<file path="src/rtl/rtc_pkg.sv">
// Purpose: Shared constants for the timer counter and interrupt register block
// Assumes: AXI4-Lite with 32-bit data; register indices map to byte address index * 4
// Notes: Indices are kept as printed; the bus compares address bits 31:2 against index bits 29:0
package rtc_pkg;

  localparam int ADDR_W = 32;
  localparam int DATA_W = 32;
  localparam int STRB_W = 4;

  // Register indices
  localparam logic [31:0] IDX_PERIOD = 32'h0B0000D0;
  localparam logic [31:0] IDX_PCOUNT_LOW = 32'h0B0000D4;
  localparam logic [31:0] IDX_PCOUNT_HIGH = 32'h0B0000D6;
  localparam logic [31:0] IDX_UP_LOW = 32'h0B0000D8;
  localparam logic [31:0] IDX_UP_HIGH = 32'h0B0000DA;
  localparam logic [31:0] IDX_IRQ_STATUS = 32'h0B0000DC;
  localparam logic [31:0] IDX_IRQ_MASK = 32'h0B0000DE;

  // Widths and field positions
  localparam int PCOUNT_W = 24;
  localparam int PCOUNT_HI_LSB = 16;
  localparam int PCOUNT_HI_W = 8;
  localparam int UP_W = 31;
  localparam int UP_SPLIT = 16;
  localparam int UP_HI_W = 15;
  localparam int UP_EN_BIT = 15;
  localparam int HALF_W = 16;
  localparam int IRQ_W = 2;
  localparam int IRQ_CMP_BIT = 1;
  localparam int IRQ_PER_BIT = 0;

  // Reset values
  localparam logic [UP_W-1:0] UP_RESET = 31'h00000000;
  localparam logic [PCOUNT_W-1:0] PERIOD_RESET = 24'h000000;
  localparam logic [PCOUNT_W-1:0] PCOUNT_RESET = 24'h000000;
  localparam logic [IRQ_W-1:0] STATUS_RESET = 2'h0;
  localparam logic [IRQ_W-1:0] MASK_RESET = 2'h3;
  localparam logic [PCOUNT_W-1:0] PCOUNT_ONE = 24'h000001;

  // Bus responses
  localparam logic [1:0] RESP_OKAY = 2'h0;
  localparam logic [1:0] RESP_SLVERR = 2'h2;

  // Nominal slow timer rate; the block only follows its edges
  localparam int TIMER_CLK_HZ = 32768;

endpackage

</file>
<file path="src/rtl/rtc_count_if.sv">
// Purpose: Control and value path between the register block and the up-counter
// Assumes: One clock domain
// Notes: Load has priority over counting inside the counter
`timescale 1ns/1ps
interface rtc_count_if;
  logic tick;
  logic run;
  logic load;
  logic [rtc_pkg::UP_W-1:0] loadValue;
  logic [rtc_pkg::UP_W-1:0] value;

  modport ctrl (output tick, output run, output load, output loadValue, input value);
  modport counter (input tick, input run, input load, input loadValue, output value);
endinterface

</file>
<file path="src/rtl/rtc_up_counter.sv">
// Purpose: Free-running up-counter stepped by slow timer ticks
// Assumes: tick is a one-cycle pulse in the sys_clk domain
// Notes: A diagnostic load overrides a tick in the same cycle
`timescale 1ns/1ps
module rtc_up_counter
(
  input wire logic sys_clk,
  input wire logic nrst,
  rtc_count_if.counter cnt
);

  logic [rtc_pkg::UP_W-1:0] count;

  always_ff @(posedge sys_clk or negedge nrst)
  begin
    if (!nrst)
    begin
      count <= rtc_pkg::UP_RESET; // [RQ5]
    end
    else if (cnt.load)
    begin
      count <= cnt.loadValue;
    end
    else if (cnt.run && cnt.tick)
    begin
      count <= count + 31'h00000001; // [RQ2]
    end
  end

  assign cnt.value = count;
endmodule

</file>
<file path="src/rtl/rtc_counter_regs.sv">
// Purpose: Periodic down-counter, up-counter and timer interrupt status behind AXI4-Lite
// Assumes: slowTimerClock and compareEvent are synchronous to sys_clk
// Notes: Reads answer one cycle after the address; writes answer one cycle after both halves
`timescale 1ns/1ps

// Overview of operation
// (RQ1) Counter bits 23:16 of the periodic down-counter read at bits 7:0, rest zero
// (RQ2) Up-counter holds 31 bits and steps once per slow timer tick
// (RQ3) Software writes the up-counter only for diagnostics, normally only reads it
// (RQ4) Upper bit of the up-counter pair is the run enable: 0 stops, 1 counts
// (RQ5) Reset clears the up-counter and its enable; it stays stopped until enabled
// (RQ6) Up-counter bits 15:0 in low word, 30:16 plus enable at bit 15 in high word
// (RQ7) Status bit 1 flags a compare timer interrupt, bit 0 a periodic interrupt
// (RQ8) Writing one to a clear status bit raises that interrupt from software
// (RQ9) Reserved bits are written as zero by software and always read as zero
// (RQ10) Writing one to a set status bit clears it; a same-cycle event wins
// (RQ11) Interrupt output is high while an unmasked status bit is set
// (RQ12) Periodic counter at one reloads the period on the next tick and interrupts
// (RQ13) Periodic counter is 24 bits and decrements on each slow timer tick
// (RQ14) Software reads the counters in two halves and tolerates carries between them
module rtc_counter_regs
(
  input wire logic sys_clk,
  input wire logic nrst,
  input wire logic [rtc_pkg::ADDR_W-1:0] awaddr,
  input wire logic [2:0] awprot,
  input wire logic awvalid,
  output logic awready,
  input wire logic [rtc_pkg::DATA_W-1:0] wdata,
  input wire logic [rtc_pkg::STRB_W-1:0] wstrb,
  input wire logic wvalid,
  output logic wready,
  output logic [1:0] bresp,
  output logic bvalid,
  input wire logic bready,
  input wire logic [rtc_pkg::ADDR_W-1:0] araddr,
  input wire logic [2:0] arprot,
  input wire logic arvalid,
  output logic arready,
  output logic [rtc_pkg::DATA_W-1:0] rdata,
  output logic [1:0] rresp,
  output logic rvalid,
  input wire logic rready,
  input wire logic slowTimerClock,
  input wire logic compareEvent,
  output logic irq
);

  rtc_count_if upIf ();

  logic [rtc_pkg::ADDR_W-1:0] wrAddr;
  logic [rtc_pkg::DATA_W-1:0] wrData;
  logic [rtc_pkg::STRB_W-1:0] wrStrb;
  logic writeFire;
  logic timerClkSeen;
  logic tick;
  logic runEnable;
  logic [rtc_pkg::PCOUNT_W-1:0] period;
  logic [rtc_pkg::PCOUNT_W-1:0] downCount;
  logic periodicEvent;
  logic [rtc_pkg::IRQ_W-1:0] status;
  logic [rtc_pkg::IRQ_W-1:0] next_status;
  logic [rtc_pkg::IRQ_W-1:0] mask;
  logic [rtc_pkg::DATA_W-1:0] next_rdata;
  logic next_rerr;
  logic wrErr;
  logic [rtc_pkg::HALF_W-1:0] upHighView;

  // Address match against a register index
  function automatic logic hit(input logic [rtc_pkg::ADDR_W-1:0] addr, input logic [31:0] idx);
    hit = (addr[31:2] == idx[29:0]);
  endfunction

  // Merge the two low byte lanes of a write into an old 16-bit value
  function automatic logic [15:0] merge16(input logic [15:0] old, input logic [31:0] data, input logic [3:0] strb);
    logic [15:0] res;
    res = old;
    if (strb[0])
    begin
      res[7:0] = data[7:0];
    end
    if (strb[1])
    begin
      res[15:8] = data[15:8];
    end
    merge16 = res;
  endfunction

  // Write channel: address and data are taken in either order, answered once both are held
  assign writeFire = !awready && !wready && !bvalid;

  always_ff @(posedge sys_clk or negedge nrst)
  begin
    if (!nrst)
    begin
      awready <= 1'b1;
      wrAddr <= 32'h00000000;
    end
    else if (awvalid && awready)
    begin
      awready <= 1'b0;
      wrAddr <= awaddr;
    end
    else if (bvalid && bready)
    begin
      awready <= 1'b1;
    end
  end

  always_ff @(posedge sys_clk or negedge nrst)
  begin
    if (!nrst)
    begin
      wready <= 1'b1;
      wrData <= 32'h00000000;
      wrStrb <= 4'h0;
    end
    else if (wvalid && wready)
    begin
      wready <= 1'b0;
      wrData <= wdata;
      wrStrb <= wstrb;
    end
    else if (bvalid && bready)
    begin
      wready <= 1'b1;
    end
  end

  always_comb
  begin
    wrErr = 1'b1;
    if (hit(wrAddr, rtc_pkg::IDX_PERIOD))
    begin
      wrErr = 1'b0;
    end
    else if (hit(wrAddr, rtc_pkg::IDX_PCOUNT_LOW) || hit(wrAddr, rtc_pkg::IDX_PCOUNT_HIGH))
    begin
      wrErr = 1'b0;
    end
    else if (hit(wrAddr, rtc_pkg::IDX_UP_LOW) || hit(wrAddr, rtc_pkg::IDX_UP_HIGH))
    begin
      wrErr = 1'b0;
    end
    else if (hit(wrAddr, rtc_pkg::IDX_IRQ_STATUS) || hit(wrAddr, rtc_pkg::IDX_IRQ_MASK))
    begin
      wrErr = 1'b0;
    end
  end

  always_ff @(posedge sys_clk or negedge nrst)
  begin
    if (!nrst)
    begin
      bvalid <= 1'b0;
      bresp <= rtc_pkg::RESP_OKAY;
    end
    else if (writeFire)
    begin
      bvalid <= 1'b1;
      bresp <= wrErr ? rtc_pkg::RESP_SLVERR : rtc_pkg::RESP_OKAY;
    end
    else if (bvalid && bready)
    begin
      bvalid <= 1'b0;
    end
  end

  // Slow timer edge detect; the pin is already synchronous, so one stage suffices
  always_ff @(posedge sys_clk or negedge nrst)
  begin
    if (!nrst)
    begin
      timerClkSeen <= 1'b0;
    end
    else
    begin
      timerClkSeen <= slowTimerClock;
    end
  end

  assign tick = slowTimerClock && !timerClkSeen;

  // Period register; write access to the read-only counter words is ignored
  always_ff @(posedge sys_clk or negedge nrst)
  begin
    if (!nrst)
    begin
      period <= rtc_pkg::PERIOD_RESET;
    end
    else if (writeFire && hit(wrAddr, rtc_pkg::IDX_PERIOD))
    begin
      if (wrStrb[0])
      begin
        period[7:0] <= wrData[7:0];
      end
      if (wrStrb[1])
      begin
        period[15:8] <= wrData[15:8];
      end
      if (wrStrb[2])
      begin
        period[23:16] <= wrData[23:16];
      end
    end
  end

  // Periodic down-counter; a zero period leaves it parked at zero
  always_ff @(posedge sys_clk or negedge nrst)
  begin
    if (!nrst)
    begin
      downCount <= rtc_pkg::PCOUNT_RESET;
      periodicEvent <= 1'b0;
    end
    else
    begin
      periodicEvent <= 1'b0;
      if (tick)
      begin
        if (downCount == rtc_pkg::PCOUNT_ONE)
        begin
          downCount <= period; // [RQ12]
          periodicEvent <= 1'b1; // [RQ12]
        end
        else if (downCount == rtc_pkg::PCOUNT_RESET)
        begin
          downCount <= period;
        end
        else
        begin
          downCount <= downCount - 24'h000001; // [RQ13]
        end
      end
    end
  end

  // Up-counter run enable and diagnostic loads
  always_ff @(posedge sys_clk or negedge nrst)
  begin
    if (!nrst)
    begin
      runEnable <= 1'b0; // [RQ5]
    end
    else if (writeFire && hit(wrAddr, rtc_pkg::IDX_UP_HIGH) && wrStrb[1])
    begin
      runEnable <= wrData[rtc_pkg::UP_EN_BIT]; // [RQ4]
    end
  end

  assign upHighView = {runEnable, upIf.value[rtc_pkg::UP_W-1:rtc_pkg::UP_SPLIT]}; // [RQ6]

  always_comb
  begin
    logic [15:0] hiMerged;
    hiMerged = merge16(upHighView, wrData, wrStrb);
    upIf.tick = tick;
    upIf.run = runEnable;
    upIf.load = 1'b0;
    upIf.loadValue = upIf.value;
    if (writeFire && hit(wrAddr, rtc_pkg::IDX_UP_LOW))
    begin
      upIf.load = 1'b1;
      upIf.loadValue = {upIf.value[rtc_pkg::UP_W-1:rtc_pkg::UP_SPLIT],
        merge16(upIf.value[15:0], wrData, wrStrb)}; // [RQ6]
    end
    else if (writeFire && hit(wrAddr, rtc_pkg::IDX_UP_HIGH))
    begin
      upIf.load = 1'b1;
      upIf.loadValue = {hiMerged[rtc_pkg::UP_HI_W-1:0], upIf.value[15:0]}; // [RQ6]
    end
  end

  rtc_up_counter upCounter
  (
    .sys_clk(sys_clk),
    .nrst(nrst),
    .cnt(upIf.counter)
  );

  // Status: a hardware event wins over a same-cycle write-one
  always_comb
  begin
    next_status = status;
    if (writeFire && hit(wrAddr, rtc_pkg::IDX_IRQ_STATUS) && wrStrb[0])
    begin
      next_status = status ^ wrData[rtc_pkg::IRQ_W-1:0]; // [RQ8] [RQ10]
    end
    if (compareEvent)
    begin
      next_status[rtc_pkg::IRQ_CMP_BIT] = 1'b1; // [RQ7]
    end
    if (periodicEvent)
    begin
      next_status[rtc_pkg::IRQ_PER_BIT] = 1'b1; // [RQ7]
    end
  end

  always_ff @(posedge sys_clk or negedge nrst)
  begin
    if (!nrst)
    begin
      status <= rtc_pkg::STATUS_RESET;
    end
    else
    begin
      status <= next_status;
    end
  end

  always_ff @(posedge sys_clk or negedge nrst)
  begin
    if (!nrst)
    begin
      mask <= rtc_pkg::MASK_RESET;
    end
    else if (writeFire && hit(wrAddr, rtc_pkg::IDX_IRQ_MASK) && wrStrb[0])
    begin
      mask <= wrData[rtc_pkg::IRQ_W-1:0];
    end
  end

  // Registered output keeps the pin glitch free at the cost of one cycle
  always_ff @(posedge sys_clk or negedge nrst)
  begin
    if (!nrst)
    begin
      irq <= 1'b0;
    end
    else
    begin
      irq <= |(status & mask); // [RQ11]
    end
  end

  // Read path: unused bits stay zero
  always_comb
  begin
    next_rdata = 32'h00000000; // [RQ9]
    next_rerr = 1'b0;
    if (hit(araddr, rtc_pkg::IDX_PERIOD))
    begin
      next_rdata[rtc_pkg::PCOUNT_W-1:0] = period;
    end
    else if (hit(araddr, rtc_pkg::IDX_PCOUNT_LOW))
    begin
      next_rdata[15:0] = downCount[15:0];
    end
    else if (hit(araddr, rtc_pkg::IDX_PCOUNT_HIGH))
    begin
      next_rdata[rtc_pkg::PCOUNT_HI_W-1:0] = downCount[rtc_pkg::PCOUNT_W-1:rtc_pkg::PCOUNT_HI_LSB]; // [RQ1]
    end
    else if (hit(araddr, rtc_pkg::IDX_UP_LOW))
    begin
      next_rdata[15:0] = upIf.value[15:0]; // [RQ6]
    end
    else if (hit(araddr, rtc_pkg::IDX_UP_HIGH))
    begin
      next_rdata[15:0] = upHighView; // [RQ6]
    end
    else if (hit(araddr, rtc_pkg::IDX_IRQ_STATUS))
    begin
      next_rdata[rtc_pkg::IRQ_W-1:0] = status; // [RQ7]
    end
    else if (hit(araddr, rtc_pkg::IDX_IRQ_MASK))
    begin
      next_rdata[rtc_pkg::IRQ_W-1:0] = mask;
    end
    else
    begin
      next_rerr = 1'b1;
    end
  end

  always_ff @(posedge sys_clk or negedge nrst)
  begin
    if (!nrst)
    begin
      arready <= 1'b1;
      rvalid <= 1'b0;
      rdata <= 32'h00000000;
      rresp <= rtc_pkg::RESP_OKAY;
    end
    else if (arvalid && arready)
    begin
      arready <= 1'b0;
      rvalid <= 1'b1;
      rdata <= next_rdata;
      rresp <= next_rerr ? rtc_pkg::RESP_SLVERR : rtc_pkg::RESP_OKAY;
    end
    else if (rvalid && rready)
    begin
      arready <= 1'b1;
      rvalid <= 1'b0;
    end
  end
endmodule

</file>
<file path="config.mk">
export PLATFORM = sky130hd
export DESIGN_NAME = rtc_counter_regs
export DESIGN_NICKNAME = d
export VERILOG_FILES = /design/src/rtl/rtc_pkg.sv /design/src/rtl/rtc_count_if.sv /design/src/rtl/rtc_up_counter.sv /design/src/rtl/rtc_counter_regs.sv
export SDC_FILE = /design/constraint.sdc
export NUM_CORES = 1
export LEC_CHECK = 0
export ABC_AREA = 1
export BUFFER_PORTS_ARGS = -buffer_cell sky130_fd_sc_hd__buf_4
export CORE_MARGIN = 2
export CORE_UTILIZATION = 49
export CTS_CLUSTER_DIAMETER = 150
export DETAILED_ROUTE_END_ITERATION = 16
export PLACE_DENSITY = 0.78
export SETUP_SLACK_MARGIN = 0.4
export SLEW_MARGIN = 0
export SYNTH_ARGS = -nofsm -noshare
export SYNTH_HDL_FRONTEND = slang
export SYNTH_SLANG_ARGS = --single-unit
</file>
<file path="constraint.sdc">
create_clock -name sys_clk -period 3.1 [get_ports sys_clk]
set_input_delay 0.775 -clock sys_clk [delete_from_list [all_inputs] [get_ports sys_clk]]
set_output_delay 0.775 -clock sys_clk [all_outputs]
set_load 0.1 [all_outputs]
</file>
==> results.sh <==
export IMPL_cap_violations=0
export IMPL_ir_worst_vdd_mv=0.730
export IMPL_pwr_density_cell_nw_per_um2=635
export IMPL_row_count=53
export IMPL_syn_avg_cell_area_um2=7.18
export IMPL_core_um2=21000
export IMPL_cts_tree="yes"
export IMPL_synth_top_flop_cell="dfrtp_1"
export IMPL_synth_cell_area_um2=10400
export IMPL_hpwl_um=22500
export IMPL_ys_ff_latch=175
export IMPL_synthCells=1455
export IMPL_drive_gt1_share_pct=16.1
export IMPL_drt_wl_total_um=30200
export IMPL_power_frac_clock_pct=28.4
export IMPL_crit_buf_inv=0
export IMPL_initialDrtViolationCount=1105
export IMPL_arrival_ns=2.78
export IMPL_layout_min_cycle_time_ns=2.40
export IMPL_track_usage_pct=27.4
export IMPL_clkTransAtPathRegs_ns=0.08
export IMPL_grt_max_degree=58
export IMPL_switchingPower_mw=3.19
export IMPL_slew_viol_final=0
export IMPL_drt_wirelength_per_cell_um=16.2
export IMPL_crit_chain="nor2_1 -> nand4_1 -> nor3_2 -> nand3_2 -> nand2_4 -> nand2_4 -> nand2_2 -> nand2_1 -> nand2_1"
export IMPL_seq_area_um2=4390
export IMPL_grt_pass1_wl_um=48500
export IMPL_max_slew_margin_pct=51.5
export IMPL_nNetsFinal=1692
export IMPL_p_leak_nw=6.13
export IMPL_antenna_cells=0
export IMPL_avgViaCountPerCell=5.53
export IMPL_worst_hold_path_type="in2async"
export IMPL_cts_setup_buffers=0
export IMPL_r2r_start="wrAddr[16]"
export IMPL_path_class="reg2reg"
export IMPL_cts_sinks=175
export IMPL_area_growth_pct=17.0
export IMPL_ys_async_sr_fraction_pct=100
export IMPL_r2r_slack_ns=0.70
export IMPL_hold_viol_final=0
export IMPL_worst_path_largest_cell_delay_ns=0.44
export IMPL_rsz0062_at_grt="no"
export IMPL_dp_slack_ns=0.614
export IMPL_rr_endpoint="upCounter.cnt.value[7]"
export IMPL_start_kind="flip-flop"
export IMPL_fmax_ghz=0.417
export IMPL_clk_latency_ns=0.44
export IMPL_ff2ff_path_depth=9
export IMPL_die_y_um=150
export IMPL_power_internal_mw=4.57
export IMPL_ys_types=43
export IMPL_portBuffers=127
export IMPL_setup_violations=0
export IMPL_numCtsBuffers=17
export IMPL_grt_antenna_before_repair=0
export IMPL_ys_warn_count=0
export IMPL_finalCritPeriodShare_pct=77.4
export IMPL_cts_root_buffer="clkbuf_16"
export IMPL_place_congestion=0.939
export IMPL_postRouteAntennaNets=0
export IMPL_stdcell_area_um2=12200
export IMPL_firstDrtPassIters=6
export IMPL_tightest_slew_ns=0.723
export IMPL_die_area_um2=22500
export IMPL_crit_fanout=27
export IMPL_synth_edf_count=0
export IMPL_seq_area_frac_synth_pct=42.0
export IMPL_ctsResizeCount=0
export IMPL_vias=10300
export IMPL_grt_ovfl_total=0
export IMPL_required_ns=3.48
export IMPL_crit_path_top_delay_cell="nand2_4"
export IMPL_seqPwrFrac_pct=41.9
export IMPL_path_delay_family="simple AND/OR/NAND/NOR gates"
export IMPL_grt_pass1_vias=9457
export IMPL_clockBufferDepth=2
export IMPL_placed_area_um2=11600
export IMPL_drc_errors=0
export IMPL_end_kind="flip-flop"
export IMPL_final_setup_tns_ns=0
export IMPL_cts_hold_fix_buffers=0
export IMPL_io_pin_count=157
export IMPL_nFillCells=1985
export IMPL_h_tree_depth=4
export IMPL_initial_core_util_pct=49.8
export IMPL_timing_final_ws_setup_ns=0.702
export IMPL_fin_skew_ns=0.0102
export IMPL_status="finished, final reports clean"
export IMPL_power_frac_comb_pct=29.7
export IMPL_multi_input_area_um2=5200
export IMPL_die_w_um=150
export IMPL_switching_share_pct=41.1
==> through the flow <==
stage / power [mW] / hold WS, ns / util [%] / cells
6_report: 7.76 / 0.274 / 58.3 / 1861
2_1_floorplan: 4.85 / 0.474 / - / 1464
3_5_place_dp: 5.55 / 0.466 / 55.4 / 1829
3_3_place_gp: 5.48 / 0.467 / 55.4 / 1829
4_1_cts: 7.76 / 0.293 / 58.3 / 1861
5_1_grt: 8.19 / 0.310 / 58.3 / 1861
==> how the worst max path moves through the flow <==
| stage | slack [ns] | startpoint | end | cells after the start |
|---|---|---|---|---|
| floorplan | 1.01 | bvalid | upCounter.cnt.value[12] | 10 |
| global placement | 0.63 | araddr[19] | rdata[2] | 8 |
| detailed placement | 0.61 | araddr[19] | rdata[2] | 8 |
| CTS | 0.74 | wrAddr[16] | upCounter.cnt.value[7] | 9 |
| global route | 0.55 | wrAddr[16] | upCounter.cnt.value[7] | 9 |
| finish | 0.70 | wrAddr[16] | upCounter.cnt.value[7] | 9 |
==> area by class of cell <==
class                      instances  share of cell area [%]
clock buffer                      17                    3.48
clock inverter                    15                    1.53
inverter                         159                    4.88
multi-input combinational       1079                    42.5
sequential                       175                    35.9
tap                              275                    2.81
timing repair buffer             141                    8.89
==> worst register-to-register path, cell delays in order (launching register included) <==
cell	delay (ns)
dfrtp_1	0.41
nor2_1	0.17
nand4_1	0.12
nor3_2	0.27
nand3_2	0.39
nand2_4	0.44
nand2_4	0.18
nand2_2	0.21
nand2_1	0.08
nand2_1	0.07
==> cell usage after synthesis, types with 2 or more instances <==
| cell type | number | area share [%] |
|---|---|---|
| xor2_1 | 12 | 1.0 |
| nand3b_1 | 6 | 0.43 |
| o211ai_2 | 8 | 0.96 |
| buf_4 | 12 | 0.86 |
| clkbuf_1 | 16 | 0.58 |
| a21oi_1 | 70 | 3.4 |
| nand4_1 | 32 | 1.9 |
| dfstp_2 | 5 | 1.3 |
| nor4_1 | 2 | 0.12 |
| inv_1 | 145 | 5.2 |
| o21ai_0 | 49 | 2.3 |
| nor2_2 | 7 | 0.42 |
| mux2_2 | 12 | 1.3 |
| inv_2 | 13 | 0.47 |
| o31ai_1 | 2 | 0.14 |
| nand2_2 | 7 | 0.42 |
| nand3_2 | 8 | 0.77 |
| buf_1 | 2 | 0.072 |
| nor2_4 | 6 | 0.65 |
| nand2_1 | 386 | 14 |
| nand3_1 | 173 | 8.3 |
| nor2_1 | 198 | 7.1 |
| buf_2 | 14 | 0.67 |
| o21ai_1 | 28 | 1.3 |
| nor3_2 | 8 | 0.77 |
| nor3_1 | 18 | 0.86 |
| ha_1 | 4 | 0.48 |
| nand2_4 | 4 | 0.43 |
| dfrtp_1 | 170 | 41 |
| o211ai_1 | 20 | 1.4 |
| buf_6 | 6 | 0.65 |
==> cells in the final DEF (no fill, tap or decap), types with 12 or more instances in the layout <==
cell	synthesis	routed
nand2_1	386	385
nor2_1	198	198
nand3_1	173	173
dfrtp_1	170	170
inv_1	145	145
buf_4	12	138
a21oi_1	70	70
o21ai_0	49	49
nand4_1	32	32
o21ai_1	28	28
o211ai_1	20	20
nor3_1	18	18
clkbuf_16	0	17
inv_2	13	13
mux2_2	12	12
xor2_1	12	12
==> routing by layer <==
layer | up-vias | global-route usage (%) | share of wire (%)
li1 | 4961 | - | -
met1 | 4810 | 39.2 | 44
met2 | 462 | 41.9 | 44
met3 | 62 | 4.63 | 9.0
met4 | 0 | 9.91 | 2.9
met5 | - | 0 | 0
==> sequential cells by signal, indices dropped and copies added (netlist names) <==
name and cells:
arready 1, awready 1, bresp 1, bvalid 1, downCount 24, irq 1, mask 2, period 24
periodicEvent 1, rdata 24, rresp 1, runEnable 1, rvalid 1, status 2, timerClkSeen 1, upCounter.cnt.value 31
wrAddr 30, wrData 24, wrStrb 3, wready 1
==> power by group through the flow <==
stage	Sequential [mW]	Clock (mW)	Combinational [mW]
global placement	3.26	0	2.22
detailed placement	3.27	0	2.28
CTS	3.24	2.23	2.29
floorplan	3.47	0	1.38
finish	3.25	2.21	2.30
global route	3.32	2.33	2.54
==> cells by family (layout without fill, tap and decap cells) <==
logic type	Yosys count	count (layout)	synth area share, %
fa+ha+maj	4	4	0.479
flops	175	175	42.0
simple gates	859	859	36.6
compound gates	182	182	10.0
other cells	1	10	0.0359
xor+xnor	12	12	1.01
buf+inv	210	332	8.59
mux	12	12	1.29
Power figures use the tool's default switching activity.
